==> config.mk <==
export PLATFORM = sky130hd
export DESIGN_NAME = field_mem_host
export DESIGN_NICKNAME = d
export VERILOG_FILES = /design/src/verilog/field_mem_pkg.sv /design/src/verilog/word_fifo.sv /design/src/verilog/field_mem_host.sv
export VERILOG_INCLUDE_DIRS = /design/src /design/src/verilog
export SDC_FILE = /design/constraint.sdc
export NUM_CORES = 1
export LEC_CHECK = 0
export BUFFER_PORTS_ARGS = -buffer_cell sky130_fd_sc_hd__buf_2
export CORE_ASPECT_RATIO = 2
export CORE_MARGIN = 2
export CORE_UTILIZATION = 45
export DETAILED_ROUTE_END_ITERATION = 6
export PLACE_DENSITY_LB_ADDON = 0.2
export SYNTH_ARGS = -nofsm -noshare
export SYNTH_HDL_FRONTEND = slang
export SYNTH_HIERARCHICAL = 1
export SYNTH_SLANG_ARGS = --single-unit
==> constraint.sdc <==
create_clock -name sys_clk -period 8.5 [get_ports sys_clk]
set_input_delay 1.275 -clock sys_clk [delete_from_list [all_inputs] [get_ports sys_clk]]
set_output_delay 1.275 -clock sys_clk [all_outputs]
set_load 0.05 [all_outputs]
==> src/verilog/field_mem_defines.svh <==
// Constants for the field memory host controller
`ifndef FIELD_MEM_DEFINES_SVH
`define FIELD_MEM_DEFINES_SVH

`define WORD_WIDTH       12
`define FIFO_DEPTH       16
`define SYS_CLK_NS       100
`define POWER_UP_WAIT_NS 100000
`define POWER_UP_CYCLES  ((`POWER_UP_WAIT_NS + `SYS_CLK_NS - 1) / `SYS_CLK_NS)
`define MIN_ACTIVE       80
`define MIN_RESET_GAP    2
`define OLD_DATA_MAX     70
`define NEW_DATA_MIN     600

`endif

==> src/verilog/field_mem_pkg.sv <==
// Types for the field memory host controller
package field_mem_pkg;

   typedef enum logic [2:0] {
      ST_INIT   = 3'h0,
      ST_DUMMY1 = 3'h1,
      ST_RST1   = 3'h3,
      ST_DUMMY2 = 3'h2,
      ST_RST2   = 3'h6,
      ST_RUN    = 3'h7
   } host_state_t;

endpackage

==> src/verilog/word_fifo.sv <==
// Word FIFO with valid/ready on both sides and registered flags
`timescale 1ns/10ps
module word_fifo #(
   parameter int WIDTH = 13,
   parameter int DEPTH = 16
) (
   input  wire logic             sys_clk,
   input  wire logic             rst,
   input  wire logic             inValid,
   output logic                  inReady,
   input  wire logic [WIDTH-1:0] inData,
   output logic                  outValid,
   input  wire logic             outReady,
   output logic      [WIDTH-1:0] outData
);
   localparam int AW = $clog2(DEPTH);

   logic [WIDTH-1:0] mem [DEPTH];
   logic [AW-1:0]    wrPtr;
   logic [AW-1:0]    rdPtr;
   logic [AW:0]      count;
   logic [AW-1:0]    next_wrPtr;
   logic [AW-1:0]    next_rdPtr;
   logic [AW:0]      next_count;
   logic             push;
   logic             pop;

   always_comb begin
      push       = inValid && inReady;
      pop        = outValid && outReady;
      next_wrPtr = wrPtr;
      next_rdPtr = rdPtr;
      next_count = count;
      if (push) begin
         next_wrPtr = (wrPtr == AW'(DEPTH - 1)) ? '0 : wrPtr + AW'(1);
      end
      if (pop) begin
         next_rdPtr = (rdPtr == AW'(DEPTH - 1)) ? '0 : rdPtr + AW'(1);
      end
      if (push && !pop) begin
         next_count = count + (AW+1)'(1);
      end else if (pop && !push) begin
         next_count = count - (AW+1)'(1);
      end
   end

   always_ff @(posedge sys_clk or posedge rst) begin
      if (rst) begin
         wrPtr    <= '0;
         rdPtr    <= '0;
         count    <= '0;
         inReady  <= 1'b0;
         outValid <= 1'b0;
      end else begin
         wrPtr    <= next_wrPtr;
         rdPtr    <= next_rdPtr;
         count    <= next_count;
         inReady  <= (next_count != (AW+1)'(DEPTH));
         outValid <= (next_count != '0);
      end
   end

   always_ff @(posedge sys_clk) begin
      if (push) begin
         mem[wrPtr] <= inData;
      end
   end

   assign outData = mem[rdPtr];
endmodule

==> src/verilog/field_mem_host.sv <==
// Host controller driving the serial ports of a field memory
// Behaviour
// Write pointer clears on first write clock rise with write reset high.
// Gate levels are ignored by the memory during a write reset cycle.
// Keep write reset low at least two write clocks between resets.
// At least 80 active write cycles follow each write reset.
// A write reset after the last word moves it into the array.
// Write clock rise with pointer gate high captures word and advances.
// Data gate only selects storing; pointer advances regardless.
// Memory write timing lags read timing by one clock.
// Read pointer clears on first read clock rise with read reset high.
// Gate levels are ignored by the memory during a read reset cycle.
// Keep read reset low at least two read clocks between resets.
// At least 80 active read cycles follow each read reset.
// Read clock rise with gate high shifts next word and advances.
// Output gate only enables drivers; pointer advances regardless.
// After 100 us, 80 clocks each side, then write and read reset.
// Unsure supplies: reset, 80 clocks, reset again on each side.
// Leave at least 600 write clocks between writing and reading data.
// Read reset under 70 clocks after write reset reads old field.
// Read reset at least 600 clocks after write reset reads new field.
// Spacing between 71 and 600 gives mixed data; avoid it.
// Memory keeps data and pointers while clocks stop; self refresh.
// Memory holds 12-bit words in 512 by 512 array, two pointers.
// With output gate low the memory releases its data outputs.
`timescale 1ns/10ps
`include "field_mem_defines.svh"
module field_mem_host
   import field_mem_pkg::*;
#(
   parameter int WORD_W = `WORD_WIDTH,
   parameter int DEPTH  = `FIFO_DEPTH
) (
   input  wire logic              sys_clk,
   input  wire logic              rst,
   input  wire logic              inValid,
   output logic                   inReady,
   input  wire logic [WORD_W-1:0] inData,
   input  wire logic              inStore,
   input  wire logic              writeFieldEnd,
   input  wire logic              readFieldStart,
   input  wire logic              readEnable,
   output logic                   outValid,
   output logic      [WORD_W-1:0] outData,
   output logic                   initDone,
   output logic                   writeResetPending,
   output logic                   readResetPending,
   output logic                   serialWriteClock,
   output logic                   serialReadClock,
   output logic                   writePointerReset,
   output logic                   readPointerReset,
   output logic                   writePointerGate,
   output logic                   writeDataGate,
   output logic                   readPointerGate,
   output logic                   outputGate,
   output logic      [WORD_W-1:0] serialInputWord,
   input  wire logic [WORD_W-1:0] serialOutputWord
);
   host_state_t       state;
   host_state_t       next_state;
   logic              phase;
   logic              next_phase;
   logic [9:0]        waitCnt;
   logic [9:0]        next_waitCnt;
   logic [6:0]        dummyCnt;
   logic [6:0]        next_dummyCnt;
   logic [6:0]        wrActive;
   logic [6:0]        next_wrActive;
   logic [6:0]        rdActive;
   logic [6:0]        next_rdActive;
   logic [1:0]        wrGap;
   logic [1:0]        next_wrGap;
   logic [1:0]        rdGap;
   logic [1:0]        next_rdGap;
   logic [9:0]        sinceWr;
   logic [9:0]        next_sinceWr;
   logic [2:0]        fetch;
   logic [2:0]        next_fetch;
   logic              next_initDone;
   logic              next_wrReq;
   logic              next_rdReq;
   logic              next_wrReset;
   logic              next_rdReset;
   logic              next_wrGate;
   logic              next_wrStore;
   logic              next_rdGate;
   logic              next_outGate;
   logic [WORD_W-1:0] next_inWord;
   logic              next_outValid;
   logic [WORD_W-1:0] next_outData;
   logic [WORD_W-1:0] rdSync1;
   logic [WORD_W-1:0] rdSync2;
   logic              fifoValid;
   logic              pop;
   logic [WORD_W:0]   fifoData;
   logic              rdWindowOk;

   word_fifo #(.WIDTH(WORD_W + 1), .DEPTH(DEPTH)) u_fifo (
      .sys_clk  (sys_clk),
      .rst      (rst),
      .inValid  (inValid),
      .inReady  (inReady),
      .inData   ({inStore, inData}),
      .outValid (fifoValid),
      .outReady (pop),
      .outData  (fifoData)
   );

   // The reset lands one memory clock later: old field below 69 here, new from 600
   assign rdWindowOk = (sinceWr < 10'(`OLD_DATA_MAX - 1)) || (sinceWr >= 10'(`NEW_DATA_MIN));

   always_comb begin
      next_state    = state;
      next_phase    = (state == ST_INIT) ? 1'b0 : ~phase;
      next_waitCnt  = waitCnt;
      next_dummyCnt = dummyCnt;
      next_wrActive = wrActive;
      next_rdActive = rdActive;
      next_wrGap    = wrGap;
      next_rdGap    = rdGap;
      next_sinceWr  = sinceWr;
      next_fetch    = {fetch[1:0], 1'b0};
      next_wrReset  = writePointerReset;
      next_rdReset  = readPointerReset;
      next_wrGate   = writePointerGate;
      next_wrStore  = writeDataGate;
      next_rdGate   = readPointerGate;
      next_outGate  = outputGate;
      next_inWord   = serialInputWord;
      next_wrReq    = writeResetPending;
      next_rdReq    = readResetPending;
      next_outValid = fetch[2];
      next_outData  = fetch[2] ? rdSync2 : outData;
      pop           = 1'b0;
      if (state == ST_INIT) begin
         next_waitCnt = waitCnt + 10'h001;
         if (waitCnt == 10'(`POWER_UP_CYCLES - 1)) begin
            next_state = ST_DUMMY1;
         end
      end else if (!phase) begin
         // Rising edge: the memory samples the pins driven last half period
         next_wrGap    = writePointerReset ? 2'h0 : ((wrGap == 2'h3) ? wrGap : wrGap + 2'h1);
         next_rdGap    = readPointerReset ? 2'h0 : ((rdGap == 2'h3) ? rdGap : rdGap + 2'h1);
         next_sinceWr  = writePointerReset ? 10'h000 :
                         ((sinceWr == 10'(`NEW_DATA_MIN)) ? sinceWr : sinceWr + 10'h001);
         next_wrActive = writePointerReset ? 7'h00 :
                         ((writePointerGate && wrActive != 7'(`MIN_ACTIVE)) ? wrActive + 7'h01 : wrActive);
         next_rdActive = readPointerReset ? 7'h00 :
                         ((readPointerGate && rdActive != 7'(`MIN_ACTIVE)) ? rdActive + 7'h01 : rdActive);
         next_fetch[0] = (state == ST_RUN) && readPointerGate && !readPointerReset;
         if (state == ST_DUMMY1 || state == ST_DUMMY2) begin
            next_dummyCnt = dummyCnt + 7'h01;
            if (dummyCnt == 7'(`MIN_ACTIVE)) begin
               next_dummyCnt = 7'h00;
               next_state    = (state == ST_DUMMY1) ? ST_RST1 : ST_RST2;
            end
         end
      end else begin
         // Falling edge: set up pins for the next rising edge
         next_wrReset = 1'b0;
         next_rdReset = 1'b0;
         next_wrGate  = 1'b0;
         next_wrStore = 1'b0;
         next_rdGate  = 1'b0;
         next_outGate = 1'b0;
         unique case (state)
            ST_DUMMY1, ST_DUMMY2: begin
               next_wrGate = 1'b1;
               next_rdGate = 1'b1;
            end
            ST_RST1, ST_RST2: begin
               next_wrReset = 1'b1;
               next_rdReset = 1'b1;
               next_state   = (state == ST_RST1) ? ST_DUMMY2 : ST_RUN;
            end
            ST_RUN: begin
               // Gates stay low in reset cycles; the memory ignores them anyway
               if (writePointerResetReady()) begin
                  next_wrReset = 1'b1;
                  next_wrReq   = 1'b0;
               end else if (fifoValid) begin
                  pop          = 1'b1;
                  next_wrGate  = 1'b1;
                  next_wrStore = fifoData[WORD_W];
                  next_inWord  = fifoData[WORD_W-1:0];
               end
               if (readResetPending && rdActive == 7'(`MIN_ACTIVE) && rdGap >= 2'(`MIN_RESET_GAP) && rdWindowOk) begin
                  next_rdReset = 1'b1;
                  next_rdReq   = 1'b0;
               end else begin
                  next_rdGate  = readEnable;
                  next_outGate = readEnable;
               end
            end
            default: ;
         endcase
      end
      // A new request in the cycle of issue is kept
      if (writeFieldEnd) begin
         next_wrReq = 1'b1;
      end
      if (readFieldStart) begin
         next_rdReq = 1'b1;
      end
      next_initDone = (next_state == ST_RUN);
   end

   function automatic logic writePointerResetReady();
      return writeResetPending && wrActive == 7'(`MIN_ACTIVE) && wrGap >= 2'(`MIN_RESET_GAP);
   endfunction

   always_ff @(posedge sys_clk or posedge rst) begin
      if (rst) begin
         state             <= ST_INIT;
         phase             <= 1'b0;
         waitCnt           <= 10'h000;
         dummyCnt          <= 7'h00;
         wrActive          <= 7'h00;
         rdActive          <= 7'h00;
         wrGap             <= 2'h0;
         rdGap             <= 2'h0;
         sinceWr           <= 10'h000;
         fetch             <= 3'h0;
         initDone          <= 1'b0;
         writeResetPending <= 1'b0;
         readResetPending  <= 1'b0;
         writePointerReset <= 1'b0;
         readPointerReset  <= 1'b0;
         writePointerGate  <= 1'b0;
         writeDataGate     <= 1'b0;
         readPointerGate   <= 1'b0;
         outputGate        <= 1'b0;
         serialInputWord   <= '0;
         outValid          <= 1'b0;
         outData           <= '0;
         rdSync1           <= '0;
         rdSync2           <= '0;
      end else begin
         state             <= next_state;
         phase             <= next_phase;
         waitCnt           <= next_waitCnt;
         dummyCnt          <= next_dummyCnt;
         wrActive          <= next_wrActive;
         rdActive          <= next_rdActive;
         wrGap             <= next_wrGap;
         rdGap             <= next_rdGap;
         sinceWr           <= next_sinceWr;
         fetch             <= next_fetch;
         initDone          <= next_initDone;
         writeResetPending <= next_wrReq;
         readResetPending  <= next_rdReq;
         writePointerReset <= next_wrReset;
         readPointerReset  <= next_rdReset;
         writePointerGate  <= next_wrGate;
         writeDataGate     <= next_wrStore;
         readPointerGate   <= next_rdGate;
         outputGate        <= next_outGate;
         serialInputWord   <= next_inWord;
         outValid          <= next_outValid;
         outData           <= next_outData;
         rdSync1           <= serialOutputWord;
         rdSync2           <= rdSync1;
      end
   end

   // Clocks run free once out of the wait; the memory would tolerate stops
   assign serialWriteClock = phase;
   assign serialReadClock  = phase;
endmodule

==> impl_metrics.py, run 1 <==
metrics = {
    "status": {
        "status": "completed",
    },
    "layout": {
        "antennaDiodeCount": 0,
        "final_nets": 975,
        "syn_to_final_growth_pct": 12.1,
        "final_cells": 1315,
        "utilization_pct": 51.3,
        "drive_above_1_share_pct": 24.8,
    },
    "global_routing": {
        "overflow": 0,
        "grt_max_degree": 74,
        "grt_pass1_vias": 7740,
        "track_usage_pct": 17.3,
        "grt_busiest_layer": "met2",
        "antenna_found_initial": 0,
        "grt_pass1_wl_um": 42600,
        "grtUsageMet2_pct": 33.6,
        "grtUsageMet3_pct": 1.82,
        "grt.met1_usage_pct": 19.3,
    },
    "timing": {
        "setup_violations": 0,
        "period_needed_ns": 3.22,
        "finClkSkew_ns": 0.00989,
        "hold_viol_final": 0,
        "fmax_mhz": 311,
        "worst_pin_slew_ns": 0.958,
        "rsz0062_at_grt": "no",
        "slew_headroom_pct": 36.2,
        "fin_crit_sh_pct": 37.8,
        "tns_ns": 0,
        "finalMaxSlewViolations": 0,
    },
    "routing": {
        "routed_via_density": 5.69,
        "vias": 7477,
        "drc": 0,
        "drt_iter0_drc": 582,
        "postRouteAntennaNets": 0,
        "dr.pass1.iters": 5,
        "routed_wl_um": 27400,
        "wl_per_cell_um": 20.9,
    },
    "logic_synthesis": {
        "ys_seq_area_share_pct": 67.9,
        "ys_warn_count": 6,
        "synth.top_cell.area_share_pct": 45.2,
        "synthTopCellsByCount": "edfxtp_1 (208), dfrtp_1 (125), mux4_2 (52)",
        "synth_largest_area_cell": "edfxtp_1",
        "synth-seq-cells": 333,
        "syn_area_um2": 13800,
        "synthFlopType": "edfxtp_1",
        "synth.most_common_cell": "edfxtp_1",
        "synth_fp_nets": 909,
        "synthTopCellsByArea": "edfxtp_1 (45%), dfrtp_1 (23%), mux4_2 (8.5%)",
        "synth_edf_count": 208,
        "syn_inst": 857,
        "synth.distinct_cells": 68,
        "async_flop_share_pct": 37.5,
        "syn_area_per_cell_um2": 16.1,
    },
    "critical_path": {
        "crit_chain": "buf_2",
        "path_class": "flip-flop to primary output",
        "path_buf_inv": 1,
        "start_kind": "flip-flop",
        "crit_fanout": 29,
        "cp.arrival_ns": 1.94,
        "crit_path_top_delay_cell": "dfrtp_1",
        "path_delay_family": "flip-flops",
        "critPathRequiredTime_ns": 7.22,
        "cp_slowest_stage_delay_ns": 0.97,
        "setup.worst_path.end_class": "primary output",
    },
    "clocking": {
        "clock-root-buffer": "clkbuf_16",
        "hold_buffers": 0,
        "clock-sinks": 333,
        "tritoncts": "yes",
        "postCtsSetupRepairBufs": 0,
        "insertion_delay_ns": 0.56,
        "cts_resized": 0,
        "clk_pin_slew_ns": 0.07,
        "ctsHtreeMaxLevel": 1,
        "cts_buffer_depth": 3,
        "numCtsBuffers": 30,
    },
    "power": {
        "finalPower_uw": 3590,
        "power_per_cell_area_nw_per_um2": 232,
        "vdd_drop_max_mv": 0.219,
        "power_leakage_uw": 0.00574,
    },
    "floorplan": {
        "coreArea_um2": 30200,
        "initial_core_util_pct": 45.8,
        "die_w_um": 128,
        "core.rowCount": 90,
        "ios": 68,
        "dieArea_um2": 32200,
        "fp.dieH_um": 252,
    },
    "placed_design": {
        "placed_cells": 1259,
        "placement.io_buffers": 67,
        "hpwlAfterDp_um": 18500,
        "gp_congestion": 0.789,
    },
    "run": {
        "drv_cap": 0,
    },
    "hold_path": {
        "min_path_type": "flip-flop to flip-flop",
    },
}
==> cell families (layout without fill, tap and decap cells) <==
group | after synthesis | after routing | share of synthesized area, %
flip-flops | 333 | 333 | 67.9
adder cells (fa/ha/maj) | 21 | 21 | 1.90
AO/OA/AOI/OAI | 120 | 120 | 6.06
multiplexers | 97 | 97 | 12.0
AND/OR/NAND/NOR | 202 | 202 | 8.43
buffers and inverters | 64 | 154 | 2.50
XOR/XNOR | 20 | 20 | 1.27
==> per-stage QoR <==
stage	instance area, um2	hold WS, ns	worst slack, ns
CTS	15500	0.350	5.24
global placement	14400	0.332	5.45
floorplan	13800	0.331	4.32
detailed placement	14400	0.335	5.39
finish	15500	0.348	5.28
global route	15500	0.358	5.16
==> power breakdown <==
part / switching [uW] / leakage (uW) / internal (uW)
combinational: 168 / 0.00174 / 90.1
clock: 593 / 0.000499 / 847
sequential: 49.1 / 0.00350 / 1840
total: 810 / 0.00574 / 2780
==> per-layer routing <==
metal  vias up  share of wire (%)
met4         0                2.6
met3        49                3.0
met5         -                  0
li1       3436                  -
met2       148                 57
met1      3844                 37
==> layout make-up <==
class                           instances  area, um2
Tap cell                              368        460
Multi-Input combinational cell        460       4090
Inverter                               23       88.8
Clock buffer                           37        787
Timing Repair Buffer                   75        395
Fill cell                            2505      14700
Sequential cell                       333       9380
Clock inverter                         19        275
==> placed cells by master (no fill, tap or decap), types with 5 or more instances in the layout <==
cell	netlist	final
bufinv_16	0	6
nand2_1	43	43
mux4_2	52	52
ha_1	21	21
edfxtp_1	208	208
clkbuf_16	0	30
o21ai_0	22	22
a221o_1	6	6
and2_1	17	17
buf_2	20	67
and3_1	14	14
nor4_1	14	14
clkinvlp_4	0	5
nand4_1	12	12
nand2b_1	6	6
xnor2_1	16	16
buf_4	3	8
mux2i_1	20	20
clkbuf_1	9	6
nor3_1	11	11
and2b_4	10	10
nand3_1	18	18
nor2_1	20	20
o22ai_1	6	6
a21oi_1	31	31
o21ai_1	8	8
nor3b_1	5	5
inv_1	23	22
a211oi_2	10	10
mux2_2	25	25
dfrtp_1	125	122
nor2b_1	11	11
==> sequential cells by signal (all words and copies together) (netlist names), 4 cells and up <==
register / count
u_fifo/mem: 208
outData: 12
rdSync1: 12
rdSync2: 12
serialInputWord: 12
sinceWr: 10
waitCnt: 10
dummyCnt: 7
rdActive: 7
wrActive: 7
u_fifo/count: 5
u_fifo/rdPtr: 4
u_fifo/wrPtr: 4
==> worst paths after layout <==
path / startpoint / to / slack [ns] / depth (start not counted)
min reg2reg: rdSync1[6] / rdSync2[6] / 0.35 / 0
min in group asynchronous: rst / wrGap[0] / 0.78 / 2
max reg2reg: serialReadClock / u_fifo/outValid / 5.40 / 8
max: writePointerReset / writePointerReset / 5.28 / 1
max in group asynchronous: rst / outData[10] / 6.39 / 3
min: rdSync1[6] / rdSync2[6] / 0.35 / 0
Note: power is estimated with default switching activity, not from simulation.
==> inputs of run 2 (changes only) <==
clock period = 2.68 ns   (was 8.5 ns; I/O delays follow)
==> run 2 against run 1 <==
  * Clock power rose to 2.9 times the previous value
  * Critical endpoint is now u_fifo/inReady
  * Sequential power rose to 3.2 times the previous value
  * Core utilization up 1.1 points
  * Critical path type is now flip-flop to flip-flop
==> impl_metrics.py, run 2 (synthesis results as in run 1) <==
metrics = {
    "clocking": {
        "ctsHtreeMaxLevel": 1,
        "insertion_delay_ns": 0.55,
        "cts_buffer_depth": 3,
        "postCtsSetupRepairBufs": 0,
        "numCtsBuffers": 29,
        "clock-root-buffer": "clkbuf_16",
        "tritoncts": "yes",
        "clk_pin_slew_ns": 0.06,
        "clock-sinks": 333,
    },
    "timing": {
        "rsz0062_at_grt": "no",
        "fin_crit_sh_pct": 92.2,
        "tns_ns": 0,
        "setup_ws_ns": 0.209,
        "hold_viol_final": 0,
        "slew_headroom_pct": 57.7,
        "worst_pin_slew_ns": 0.635,
        "finClkSkew_ns": 0.00908,
        "fmax_mhz": 405,
        "finalMaxSlewViolations": 0,
        "setup_violations": 0,
        "period_needed_ns": 2.47,
    },
    "critical_path": {
        "cp.arrival_ns": 2.89,
        "cp.depth": 10,
        "path_class": "flip-flop to flip-flop",
        "rrSetupSlack_ns": 0.21,
        "cp_slowest_stage_delay_ns": 0.41,
        "critPathRequiredTime_ns": 3.10,
        "path_delay_family": "simple AND/OR/NAND/NOR gates",
        "crit_path_top_delay_cell": "dfrtp_1",
        "reg2regPathDepth": 10,
        "crit_chain": "inv_1, ha_1, and4bb_2, o2111ai_2, nor3b_4, and2_2, and3_1, or3_1, a21oi_2, nand3_1",
        "start_kind": "flip-flop",
        "crit_start": "wrActive[1]",
        "r2r_start": "wrActive[1]",
        "cp-endpoint": "u_fifo/inReady",
        "path_buf_inv": 1,
        "setup.worst_path.end_class": "flip-flop",
        "crit_fanout": 6,
        "r2r-end": "u_fifo/inReady",
    },
    "layout": {
        "drive_above_1_share_pct": 27.2,
        "layout_commonest_cell": "edfxtp_1",
        "utilization_pct": 52.4,
        "antennaDiodeCount": 0,
        "final_nets": 1019,
        "syn_to_final_growth_pct": 14.5,
        "final_cells": 1357,
        "final_cell_mix": "edfxtp_1 (208), dfrtp_1 (122), buf_2 (67)",
        "largest_register_ffs": 208,
        "top_register": "u_fifo/mem",
    },
    "power": {
        "finalPower_uw": 11100,
        "swShare_pct": 23.3,
        "switchingPower_uw": 2580,
        "power_leakage_uw": 0.00593,
        "seq_power_share_pct": 54.1,
        "vdd_drop_max_mv": 0.481,
        "power_per_cell_area_nw_per_um2": 699,
        "p_clk_share_pct": 37.8,
        "power_frac_comb_pct": 8.1,
        "p_int_uw": 8490,
    },
    "hold_path": {
        "min_path_type": "primary input to flip-flop",
        "hold_start": "writeFieldEnd",
    },
    "global_routing": {
        "overflow": 0,
        "grt_max_degree": 111,
        "grt_pass1_vias": 7950,
        "track_usage_pct": 18.3,
        "grt_pass1_wl_um": 45000,
        "antenna_found_initial": 1,
    },
    "floorplan": {
        "dieArea_um2": 32200,
        "ios": 68,
        "die_w_um": 128,
        "coreArea_um2": 30200,
        "initial_core_util_pct": 45.8,
        "fp.dieH_um": 252,
        "core.rowCount": 90,
    },
    "routing": {
        "postRouteAntennaNets": 0,
        "drt_iter0_drc": 521,
        "routed_wl_um": 28700,
        "dr.pass1.iters": 6,
        "routed_via_density": 5.60,
        "wl_per_cell_um": 21.2,
        "vias": 7600,
        "drc": 0,
    },
    "placed_design": {
        "gp_congestion": 0.849,
        "placement.io_buffers": 67,
        "pre_cts_ws_ns": 0.144,
        "hpwlAfterDp_um": 18300,
        "placed_cells": 1291,
    },
    "run": {
        "drv_cap": 0,
    },
    "status": {
        "status": "completed",
    },
}
## run 2: cell types whose count changed in the layout (fill, tap and decap cells not counted), moves of 2 or more
cell	change
clkinv_2	+2
bufinv_16	-3
dlygate4sd3_1	+13
inv_6	+2
buf_12	+6
buf_4	+26
clkbuf_1	-2
clkinvlp_2	+2
## run 2: metrics by stage
stage	area (um2)	hold WS, ns
finish	15800	0.0557
global route	15800	0.0351
CTS	15800	0.0338
detailed placement	14700	0.336
global placement	14700	0.333
floorplan	13800	0.303
## run 2: what timing repair did
action	4_1_cts	5_1_grt
endpoints found under the hold margin	27	0
setup endpoints to repair	0	3
hold buffers	13	0
resized for setup	0	3
## run 2: worst min path at each step
stage	end	slack (ns)	cells after the start
finish	writeResetPending	0.06	2
global route	writeResetPending	0.04	2
floorplan	u_fifo/count[0]	0.30	1
global placement	rdSync2[1]	0.33	0
detailed placement	rdSync2[11]	0.34	0
CTS	writeResetPending	0.03	2
## run 2: layout make-up
type / instances / area [um2]
clock buffers: 34 / 754
clock inverters: 19 / 189
fillers: 2496 / 14400
inverters: 23 / 90.1
multi-input cells: 460 / 4100
flip-flops and latches: 333 / 9380
well taps: 368 / 460
repair buffers: 120 / 841
## run 2: metal layers
layer / global-route usage (%) / vias to the layer above / wire [um]
li1: - / 3512 / -
met1: 20.8 / 3935 / 11100
met2: 35.2 / 115 / 16100
met3: 2.31 / 36 / 931
met4: 5.43 / 2 / 626
met5: 0 / - / 7
## run 2: power groups by stage
stage / clock, uW / combinational, uW / sequential [uW]
floorplan: 0 / 539 / 6050
global placement: 0 / 885 / 6080
detailed placement: 0 / 895 / 6100
CTS: 4290 / 911 / 5990
global route: 4490 / 990 / 6020
finish: 4180 / 897 / 5990
